--- config.mk ---
export PLATFORM = sky130hd
export DESIGN_NAME = ibs_bus_status
export DESIGN_NICKNAME = d
export VERILOG_FILES = /design/src/rtl/ibs_bus_status.v
export VERILOG_INCLUDE_DIRS = /design/src /design/src/rtl
export SDC_FILE = /design/constraint.sdc
export NUM_CORES = 1
export LEC_CHECK = 0
export BUFFER_PORTS_ARGS = -buffer_cell sky130_fd_sc_hd__clkbuf_2
export CORE_MARGIN = 1.5
export CORE_UTILIZATION = 51
export DETAILED_ROUTE_END_ITERATION = 10
export PLACE_DENSITY = 0.79
export SYNTH_ARGS = -nofsm -noshare
export SYNTH_HDL_FRONTEND = slang
export SYNTH_SLANG_ARGS = --single-unit
--- constraint.sdc ---
create_clock -name core_clk -period 2 [get_ports core_clk]
set_clock_uncertainty 0.2 [all_clocks]
set_input_delay 0.2 -clock core_clk [delete_from_list [all_inputs] [get_ports core_clk]]
set_output_delay 0.2 -clock core_clk [all_outputs]
set_load 0.01 [all_outputs]
--- src/rtl/ibs_regs.vh ---
// What this block does
// [RULE_01] In a master transmit, the acknowledge result bit takes 1 on NACK and 0 on ACK at the end of the acknowledge slot.
// [RULE_02] The master transmit active bit is set when a master transmission starts and cleared at the end of the acknowledge.
// [RULE_03] A bus collision during a master operation sets the collision flag, which stays until software clears it.
// [RULE_04] A received general call address sets the broadcast call bit, and a Stop clears it.
// [RULE_05] A match of the second byte of a 10-bit address sets the wide address bit, and a Stop clears it.
// [RULE_06] A write to the transmit holding register while busy is dropped and sets the write collision flag, which only software clears.
// [RULE_07] A received byte that finds the receive holding register still full sets the overrun flag, which only software clears.
// [RULE_08] In slave operation the data/address bit clears on an address match and sets on a received data byte.
// [RULE_09] On each Start, Repeated Start or Stop the stop seen bit takes 1 for a Stop and 0 otherwise.
// [RULE_10] The start seen bit is the complement of the stop seen bit, updated on the same conditions; reset clears both bits to 0.
// [RULE_11] The receive and transmit buffer full bits show an unread received byte and an unsent transmit byte.
`ifndef IBS_REGS_VH
`define IBS_REGS_VH
`define IBS_ADDR_W 4
`define IBS_OFF_STATUS 4'h0
`define IBS_OFF_CLEAR 4'h1
`define IBS_OFF_TXDATA 4'h2
`define IBS_OFF_RXDATA 4'h3
`define IBS_OFF_IRQ_STAT 4'h4
`define IBS_OFF_IRQ_CLR 4'h5
`define IBS_OFF_IRQ_EN 4'h6
`define IBS_OFF_CTRL 4'h7
`define IBS_BIT_ACK 15
`define IBS_BIT_TRS 14
`define IBS_BIT_COL 10
`define IBS_BIT_GC 9
`define IBS_BIT_A10 8
`define IBS_BIT_WCOL 7
`define IBS_BIT_OV 6
`define IBS_BIT_DA 5
`define IBS_BIT_P 4
`define IBS_BIT_S 3
`define IBS_BIT_RW 2
`define IBS_BIT_RBF 1
`define IBS_BIT_TBF 0
`define IBS_IRQ_COL 0
`define IBS_IRQ_WCOL 1
`define IBS_IRQ_OV 2
`define IBS_IRQ_STOP 3
`define IBS_IRQ_ACK 4
`define IBS_IRQ_W 5
`define IBS_RESET_16 16'h0000
`endif

--- src/rtl/ibs_bus_status.v ---
`timescale 1ns/1ps
`default_nettype none
`include "ibs_regs.vh"
module ibs_bus_status
(
    input wire core_clk,
    input wire rst,
    input wire [`IBS_ADDR_W-1:0] reg_addr,
    input wire [15:0] reg_wdata,
    input wire reg_wr,
    input wire reg_rd,
    output reg [15:0] reg_rdata,
    input wire ev_start,
    input wire ev_stop,
    input wire ev_master_tx_begin,
    input wire ev_ack_slot_end,
    input wire ev_nack,
    input wire ev_collision,
    input wire ev_gcall_match,
    input wire ev_wide_addr_match,
    input wire ev_slave_addr_match,
    input wire ev_slave_data,
    input wire ev_rx_byte,
    input wire [7:0] rx_shift_reg,
    input wire read_not_write,
    input wire busy,
    input wire tx_taken,
    output reg [7:0] tx_holding_reg,
    output reg tx_buffer_full,
    output reg irq
);
    reg ack_result_q;
    reg master_tx_active_q;
    reg collision_flag_q;
    reg broadcast_call_seen_q;
    reg wide_address_matched_q;
    reg tx_write_collision_q;
    reg rx_overrun_q;
    reg data_not_address_q;
    reg stop_seen_q;
    reg start_seen_q;
    reg rw_q;
    reg rx_buffer_full_q;
    reg [7:0] rx_holding_reg_q;
    reg [`IBS_IRQ_W-1:0] irq_stat_q;
    reg [`IBS_IRQ_W-1:0] irq_en_q;
    reg [15:0] status_w;
    reg [15:0] rdata_d;
    reg [`IBS_IRQ_W-1:0] irq_ev;
    wire wr_clear = reg_wr && (reg_addr == `IBS_OFF_CLEAR);
    wire wr_tx = reg_wr && (reg_addr == `IBS_OFF_TXDATA);
    wire rd_rx = reg_rd && (reg_addr == `IBS_OFF_RXDATA);
    wire wr_irq_clr = reg_wr && (reg_addr == `IBS_OFF_IRQ_CLR);
    wire tx_blocked = busy || tx_buffer_full;
    wire overrun_ev = ev_rx_byte && rx_buffer_full_q && !rd_rx;
    wire condition_ev = ev_start || ev_stop;

    always @*
    begin
        status_w = `IBS_RESET_16;
        status_w[`IBS_BIT_ACK] = ack_result_q;
        status_w[`IBS_BIT_TRS] = master_tx_active_q;
        status_w[`IBS_BIT_COL] = collision_flag_q;
        status_w[`IBS_BIT_GC] = broadcast_call_seen_q;
        status_w[`IBS_BIT_A10] = wide_address_matched_q;
        status_w[`IBS_BIT_WCOL] = tx_write_collision_q;
        status_w[`IBS_BIT_OV] = rx_overrun_q;
        status_w[`IBS_BIT_DA] = data_not_address_q;
        status_w[`IBS_BIT_P] = stop_seen_q;
        status_w[`IBS_BIT_S] = start_seen_q;
        status_w[`IBS_BIT_RW] = rw_q;
        status_w[`IBS_BIT_RBF] = rx_buffer_full_q;
        status_w[`IBS_BIT_TBF] = tx_buffer_full;
    end

    always @*
    begin
        rdata_d = 16'h0000;
        case (reg_addr)
            `IBS_OFF_STATUS: rdata_d = status_w;
            `IBS_OFF_RXDATA: rdata_d = {8'h00, rx_holding_reg_q};
            `IBS_OFF_TXDATA: rdata_d = {8'h00, tx_holding_reg};
            `IBS_OFF_IRQ_STAT: rdata_d = {{(16-`IBS_IRQ_W){1'b0}}, irq_stat_q};
            `IBS_OFF_IRQ_EN: rdata_d = {{(16-`IBS_IRQ_W){1'b0}}, irq_en_q};
            default: rdata_d = 16'h0000;
        endcase
    end

    always @*
    begin
        irq_ev = {`IBS_IRQ_W{1'b0}};
        irq_ev[`IBS_IRQ_COL] = ev_collision;
        irq_ev[`IBS_IRQ_WCOL] = wr_tx && tx_blocked;
        irq_ev[`IBS_IRQ_OV] = overrun_ev;
        irq_ev[`IBS_IRQ_STOP] = ev_stop;
        irq_ev[`IBS_IRQ_ACK] = ev_ack_slot_end && master_tx_active_q;
    end

    always @(posedge core_clk or posedge rst)
    begin
        if (rst)
        begin
            reg_rdata <= 16'h0000;
            ack_result_q <= 1'b0;
            master_tx_active_q <= 1'b0;
            collision_flag_q <= 1'b0;
            broadcast_call_seen_q <= 1'b0;
            wide_address_matched_q <= 1'b0;
            tx_write_collision_q <= 1'b0;
            rx_overrun_q <= 1'b0;
            data_not_address_q <= 1'b0;
            stop_seen_q <= 1'b0;
            start_seen_q <= 1'b0;
            rw_q <= 1'b0;
            rx_buffer_full_q <= 1'b0;
            rx_holding_reg_q <= 8'h00;
            tx_holding_reg <= 8'h00;
            tx_buffer_full <= 1'b0;
            irq_stat_q <= {`IBS_IRQ_W{1'b0}};
            irq_en_q <= {`IBS_IRQ_W{1'b0}};
            irq <= 1'b0;
        end
        else
        begin
            reg_rdata <= reg_rd ? rdata_d : 16'h0000;
            if (ev_ack_slot_end && master_tx_active_q)
                ack_result_q <= ev_nack; // [RULE_01]
            if (ev_master_tx_begin)
                master_tx_active_q <= 1'b1; // [RULE_02]
            else if (ev_ack_slot_end)
                master_tx_active_q <= 1'b0; // [RULE_02]
            // Hardware set wins over a software clear in the same cycle
            if (ev_collision)
                collision_flag_q <= 1'b1; // [RULE_03]
            else if (wr_clear && reg_wdata[`IBS_BIT_COL])
                collision_flag_q <= 1'b0;
            if (ev_gcall_match)
                broadcast_call_seen_q <= 1'b1; // [RULE_04]
            else if (ev_stop)
                broadcast_call_seen_q <= 1'b0; // [RULE_04]
            if (ev_wide_addr_match)
                wide_address_matched_q <= 1'b1; // [RULE_05]
            else if (ev_stop)
                wide_address_matched_q <= 1'b0; // [RULE_05]
            if (wr_tx && tx_blocked)
                tx_write_collision_q <= 1'b1; // [RULE_06]
            else if (wr_clear && reg_wdata[`IBS_BIT_WCOL])
                tx_write_collision_q <= 1'b0;
            if (overrun_ev)
                rx_overrun_q <= 1'b1; // [RULE_07]
            else if (wr_clear && reg_wdata[`IBS_BIT_OV])
                rx_overrun_q <= 1'b0;
            if (ev_slave_addr_match)
            begin
                data_not_address_q <= 1'b0; // [RULE_08]
                rw_q <= read_not_write;
            end
            else if (ev_slave_data)
                data_not_address_q <= 1'b1; // [RULE_08]
            if (condition_ev)
            begin
                stop_seen_q <= ev_stop; // [RULE_09]
                start_seen_q <= !ev_stop; // [RULE_10]
            end
            // An overrun keeps the older byte in the holding register
            if (ev_rx_byte && !overrun_ev)
            begin
                rx_holding_reg_q <= rx_shift_reg;
                rx_buffer_full_q <= 1'b1; // [RULE_11]
            end
            else if (rd_rx)
                rx_buffer_full_q <= 1'b0; // [RULE_11]
            if (wr_tx && !tx_blocked)
            begin
                tx_holding_reg <= reg_wdata[7:0]; // [RULE_06]
                tx_buffer_full <= 1'b1; // [RULE_11]
            end
            else if (tx_taken)
                tx_buffer_full <= 1'b0; // [RULE_11]
            irq_stat_q <= (irq_stat_q & ~(wr_irq_clr ? reg_wdata[`IBS_IRQ_W-1:0] : {`IBS_IRQ_W{1'b0}})) | irq_ev;
            if (reg_wr && (reg_addr == `IBS_OFF_IRQ_EN))
                irq_en_q <= reg_wdata[`IBS_IRQ_W-1:0];
            irq <= |(irq_stat_q & irq_en_q);
        end
    end
endmodule
`default_nettype wire

==> flow_summary.json, run 1 <==
{
  "outcome": "finished, final reports clean",
  "first_pass_iters": 4,
  "avgSynthCellArea_sq_um": 11.2,
  "start_util_pct": 53.5,
  "drtAntennaViolNets": 0,
  "clockRootBuffer": "clkbuf_8",
  "cp-end-kind": "flop",
  "drive_gt1_share_pct": 33.7,
  "worstSetupPathType": "in2reg",
  "synth_area_sq_mm": 0.00236,
  "cts_buffers": 5,
  "io_pins": 72,
  "area_delta_synth_final_pct": 33.6,
  "rsz0062_at_grt": "no",
  "drc": 0,
  "wl_per_cell_microns": 15.6,
  "gr-total-overflow": 0,
  "coreArea_sq_mm": 0.00441,
  "power.switching_uw": 628,
  "peakVddDrop_uv": 469,
  "clk_pin_slew_ns": 0.08,
  "post-route-cell-area_sq_mm": 0.00316,
  "row_count": 24,
  "largest_register_ffs": 13,
  "min_period_over_period_pct": 88.6,
  "slew_headroom_pct": 61.6,
  "cts_buffer_depth": 2,
  "tightest_slew_ns": 0.574,
  "ys_warn_count": 0,
  "hold_ws_ns": 0.00778,
  "tritoncts": "done",
  "portBuffers": 61,
  "power.leakage_nw": 1.52,
  "clockPowerShare_pct": 25.3,
  "worstSkewPairLatency_ns": 0.30,
  "p_int_mw": 1.73,
  "antennaDiodeCount": 0,
  "vias": 2000,
  "vias_per_cell": 5.54,
  "cts-htree-levels": 2,
  "max_freq_mhz": 565,
  "cts.repair.resized": 0,
  "die-area_sq_mm": 0.00505,
  "grt_pass1_vias": 1984,
  "routed_wl_microns": 5630,
  "ys_seq_area_share_pct": 56.1,
  "track_usage_pct": 24.0,
  "setup-violations-final": 0,
  "critPathLaunchType": "primary input",
  "sw_frac_of_total_pct": 26.6,
  "antenna_found_initial": 0,
  "p_seq_share_pct": 55.2,
  "dp_cells": 322,
  "path_max_fanout": 8,
  "finish.net_count": 355,
  "clkSinkCount": 53,
  "powerDensity_mw_per_mm2": 748,
  "synth_cell_type_count": 39,
  "cts_setup_buffers": 0,
  "syn_inst": 210,
  "tns_ns": 0,
  "gp_congestion": 0.904,
  "drv_slew": 0,
  "final_core_util_pct": 71.5,
  "arrival_ns": 1.76,
  "cp.required_ns": 1.99,
  "grt_max_degree": 29,
  "grt_pass1_wl_microns": 9290,
  "final-hold-violation-count": 0,
  "place_area_sq_mm": 0.00275,
  "fin_cells": 361,
  "p_comb_share_pct": 19.5,
  "maxCapViolations": 0,
  "die_y_microns": 71.1,
  "die_x_microns": 71.1,
  "hpwl_microns": 3870,
  "synth_seq_cells": 53,
  "fin_crit_ns": 1.77,
  "drtIter0Drc": 120,
  "hp-class": "in2reg"
}
worst max-delay path: stages:
cell and delay (ns):
clkbuf_2 0.11, buf_4 0.16, and3b_1 0.41, nand3_1 0.14, a21o_1 0.20, dlygate4sd3_1 0.55
layer usage:
layer / share of wire [%] / wire (microns) / GRT usage [%] / vias to the layer above
li1: - / - / - / 933
met4: 1.4 / 81 / 7.13 / 0
met5: 0 / 0 / 0 / -
met1: 40 / 2270 / 30.2 / 982
met2: 52 / 2950 / 42.3 / 76
met3: 5.9 / 332 / 4.27 / 9
layout by cell type, fill, tap and decap left out, drive strengths merged:
master / count
nor2b: 2
nand3: 10
a21o: 6
a222oi: 1
a22o: 3
conb: 3
and3b: 1
nor3b: 6
nor2: 11
buf: 11
and2: 5
nor3: 1
nand2: 21
o2bb2ai: 2
a31oi: 1
o21ai: 6
o31a: 1
nor4b: 1
dlygate4sd3: 32
dfrtp: 53
clkbuf: 68
inv: 7
a21oi: 4
nor4: 1
mux2i: 1
nand3b: 2
and3: 4
o22ai: 8
or4: 1
a211o: 1
o21bai: 1
mux2: 22
or3b: 1
a22oi: 8
nand2b: 2
or2: 1
final timing paths:
kind / start / end / slack, ns / cells past startpoint
setup / recovery: reg_addr[3] / collision_flag_q / 0.23 / 6
hold / removal: busy / tx_write_collision_q / 0.008 / 3
setup reg to reg: tx_buffer_full / tx_holding_reg[6] / 0.37 / 4
hold reg to reg: broadcast_call_seen_q / broadcast_call_seen_q / 0.27 / 1
max in group asynchronous: rst / irq_stat_q[1] / 0.78 / 4
min in group asynchronous: rst / rw_q / 0.29 / 3
Yosys cell counts (all sizes together):
| cell type | n | area (sq um) |
|---|---|---|
| nor4 | 1 | 12.5 |
| and2 | 5 | 31.3 |
| clkbuf | 3 | 11.3 |
| and3 | 4 | 25.0 |
| or2 | 1 | 6.26 |
| mux2i | 1 | 10.0 |
| nor4b | 1 | 8.76 |
| o2bb2ai | 2 | 17.5 |
| nor3b | 6 | 45.0 |
| nor3 | 1 | 5.00 |
| mux2 | 22 | 248 |
| conb | 1 | 3.75 |
| o21ai | 6 | 30.0 |
| a21oi | 4 | 20.0 |
| nand3b | 2 | 15.0 |
| nor2 | 11 | 41.3 |
| o21bai | 1 | 7.51 |
| or3b | 1 | 11.3 |
| a22o | 3 | 27.5 |
| a31oi | 1 | 6.26 |
| a211o | 1 | 8.76 |
| o31a | 1 | 8.76 |
| dfrtp | 53 | 1330 |
| buf | 11 | 73.8 |
| inv | 7 | 26.3 |
| a222oi | 1 | 10.0 |
| nand2b | 2 | 12.5 |
| and3b | 1 | 8.76 |
| or4 | 1 | 7.51 |
| a22oi | 8 | 60.1 |
| nand3 | 10 | 50.1 |
| nand2 | 21 | 78.8 |
| nor2b | 2 | 12.5 |
| o22ai | 8 | 50.1 |
| a21o | 6 | 45.0 |
power groups by stage:
stage	registers (mW)	logic, mW	clock network (mW)
2_1_floorplan	1.31	0.255	0
3_3_place_gp	1.31	0.397	0
3_5_place_dp	1.32	0.409	0
4_1_cts	1.30	0.462	0.600
5_1_grt	1.32	0.510	0.650
6_report	1.30	0.461	0.598
cell type report:
cell class	count	area, sq um
timing repair buffer	104	721
sequential	53	1330
multi-input combinational	138	932
tap	52	65.1
inverter	7	26.3
fill	326	1260
clock buffer	7	86.3
kinds of logic (layout without fill, tap and decap cells):
| kind of cell | count (synthesis) | count (layout) | share of synthesized area, % |
|---|---|---|---|
| and+or+nand+nor | 70 | 70 | 15.7 |
| AOI/OAI and AO/OA | 42 | 42 | 12.3 |
| muxes | 23 | 23 | 10.9 |
| buffers and inverters | 21 | 118 | 4.71 |
| DFF | 53 | 53 | 56.1 |
| other | 1 | 3 | 0.159 |
stage by stage:
step | setup WS [ns] | total power [mW]
2_1_floorplan | 0.314 | 1.56
3_3_place_gp | 0.259 | 1.71
3_5_place_dp | 0.232 | 1.73
4_1_cts | 0.260 | 2.36
5_1_grt | 0.179 | 2.48
6_report | 0.229 | 2.36
timing repair:
| item | CTS | global route |
|---|---|---|
| setup endpoints to repair | 0 | 0 |
| hold buffers | 32 | 0 |
| hold endpoints to repair | 59 | 0 |
No activity file was read; power rests on OpenSTA's default activity.
==> inputs of run 2 (changes only) <==
- BUFFER_PORTS_ARGS: -buffer_cell sky130_fd_sc_hd__clkbuf_2 -> not set
- CORE_UTILIZATION: 51 -> 55
- DONT_BUFFER_PORTS: not set -> 1
- PLACE_DENSITY: 0.79 -> 0.7
==> run 2 against run 1 <==
Critical endpoint unchanged. Worst hold slack improved by 0.0069 ns. Clock-buffer cell count unchanged. Non-clock buffer count decreased by 57. Largest cell class unchanged. Die area decreased by 7.0%. Flip-flop and latch count unchanged. Maximum frequency decreased by 10%.
==> flow_summary.json, run 2 (synthesis gave the netlist of run 1 again) <==
{
  "outcome": "finished, final reports clean",
  "portBuffers": 0,
  "cp-end-kind": "flop",
  "start_util_pct": 58.2,
  "fillerInstances": 282,
  "path_max_fanout": 13,
  "highest_layer": "met4",
  "worstSetupPathType": "in2reg",
  "arrival_ns": 1.96,
  "die-area_sq_mm": 0.00470,
  "clockPowerShare_pct": 27.5,
  "worstSkewPairLatency_ns": 0.30,
  "min_period_over_period_pct": 98.7,
  "p_seq_share_pct": 57.3,
  "mostFrequentLayoutCells": "53 x dfrtp_1, 41 x dlygate4sd3_1, 22 x mux2_2",
  "cts-htree-levels": 2,
  "setup-violations-final": 0,
  "critPathLaunchType": "primary input",
  "die_y_microns": 68.5,
  "coreArea_sq_mm": 0.00406,
  "pre_cts_slack_ns": 0.365,
  "gr-total-overflow": 0,
  "antennaDiodeCount": 0,
  "tritoncts": "done",
  "hp-class": "in2reg",
  "clockRootBuffer": "clkbuf_8",
  "grt_pass1_vias": 1811,
  "hpwl_microns": 3780,
  "sw_frac_of_total_pct": 26.1,
  "wl_met2_microns": 2750,
  "first_pass_iters": 5,
  "p_int_mw": 1.73,
  "drtAntennaViolNets": 0,
  "io_pins": 72,
  "cts_setup_buffers": 0,
  "clk_pin_slew_ns": 0.09,
  "cts_buffer_depth": 2,
  "slew_headroom_pct": 51.3,
  "drv_slew": 0,
  "finish.net_count": 298,
  "cp.required_ns": 1.99,
  "area_delta_synth_final_pct": 24.0,
  "wl_per_cell_microns": 18.7,
  "die_x_microns": 68.5,
  "power.leakage_nw": 1.29,
  "setup_slack_ns": 0.0253,
  "drtIter0Drc": 113,
  "dr_wl_met3_microns": 497,
  "seqCellArea_sq_mm": 0.00133,
  "grt_pass1_wl_microns": 8580,
  "gp_congestion": 0.850,
  "grt_max_degree": 34,
  "largest_register_ffs": 13,
  "tightest_slew_ns": 0.725,
  "row_count": 23,
  "final_common_cell": "dfrtp_1",
  "powerDensity_mw_per_mm2": 797,
  "track_usage_pct": 25.4,
  "final-hold-violation-count": 0,
  "routed_wl_microns": 5660,
  "maxCapViolations": 0,
  "p_comb_share_pct": 15.3,
  "vias_per_cell": 6.03,
  "vias": 1826,
  "rsz0062_at_grt": "yes",
  "peakVddDrop_uv": 609,
  "drc": 0,
  "antenna_found_initial": 0,
  "max_freq_mhz": 506,
  "wl_met1_microns": 2340,
  "multi_input_area_sq_um": 941,
  "clkSinkCount": 53,
  "power_mw": 2.33,
  "fin_crit_ns": 1.97,
  "drive_gt1_share_pct": 16.6,
  "power.switching_uw": 609,
  "cts_buffers": 5
}
## run 2: cell types whose count changed in the layout (fill, tap and decap cells not counted), sizes merged
cell / change
dlygate4sd3: +9
clkbuf: -61
buf: -6
clkinv: +1
dlymetal6s4s: +1
## run 2: worst paths after layout
check / startpoint / depth (start not counted) / endpoint / slack (ns)
max: reg_addr[2] / 5 / collision_flag_q / 0.03
min: reg_addr[1] / 3 / irq_stat_q[3] / 0.01
max reg2reg: tx_holding_reg[7] / 4 / reg_rdata[7] / 0.25
min reg2reg: ack_result_q / 1 / reg_rdata[15] / 0.28
max in group asynchronous: rst / 3 / tx_write_collision_q / 0.89
min in group asynchronous: rst / 2 / reg_rdata[9] / 0.17
## run 2: cell type report
class / count / area share [%]
inverter: 7 / 0.897
sequential: 53 / 45.3
clock inverter: 1 / 0.171
tap: 50 / 2.13
timing repair buffer: 47 / 16.1
clock buffer: 7 / 3.29
multi-input combinational: 138 / 32.1
## run 2: metrics by stage
| stage | instances | setup TNS (ns) | hold slack [ns] | utilization (%) | area, sq um |
|---|---|---|---|---|---|
| after detailed placement | 253 | 0 | -0.0867 | 59.1 | 2400 |
| after floorplan | 212 | 0 | 0.0664 | - | 2370 |
| after global routing | 303 | -0.0348 | 0.0199 | 72.2 | 2930 |
| after CTS | 303 | 0 | 0.00388 | 71.9 | 2920 |
| final | 303 | 0 | 0.0147 | 72.2 | 2930 |
| after global placement | 253 | 0 | -0.0991 | 59.1 | 2400 |
## run 2: power groups by stage
stage / registers (mW) / logic [mW] / clock network, mW
floorplan: 1.31 / 0.255 / 0
global route: 1.35 / 0.395 / 0.692
finish: 1.34 / 0.356 / 0.641
global placement: 1.34 / 0.259 / 0
CTS: 1.33 / 0.353 / 0.651
detailed placement: 1.35 / 0.274 / 0
## run 2: per-layer routing
| layer | GRT usage, % | up-vias |
|---|---|---|
| li1 | - | 819 |
| met1 | 32.3 | 910 |
| met2 | 40.7 | 89 |
| met3 | 6.98 | 8 |
| met4 | 10.8 | 0 |
| met5 | 0 | - |
## run 2: worst max-delay path, cell delays in order
cell           delay (ns)
dlygate4sd3_1        0.67
nor2_2               0.24
nand3_1              0.11
a21o_1               0.19
dlygate4sd3_1        0.55
## run 2: repair_timing
action,in CTS,in global routing
hold endpoints to repair,105,0
hold buffers,42,0
resized for setup,0,4
endpoints found under the setup margin,0,8
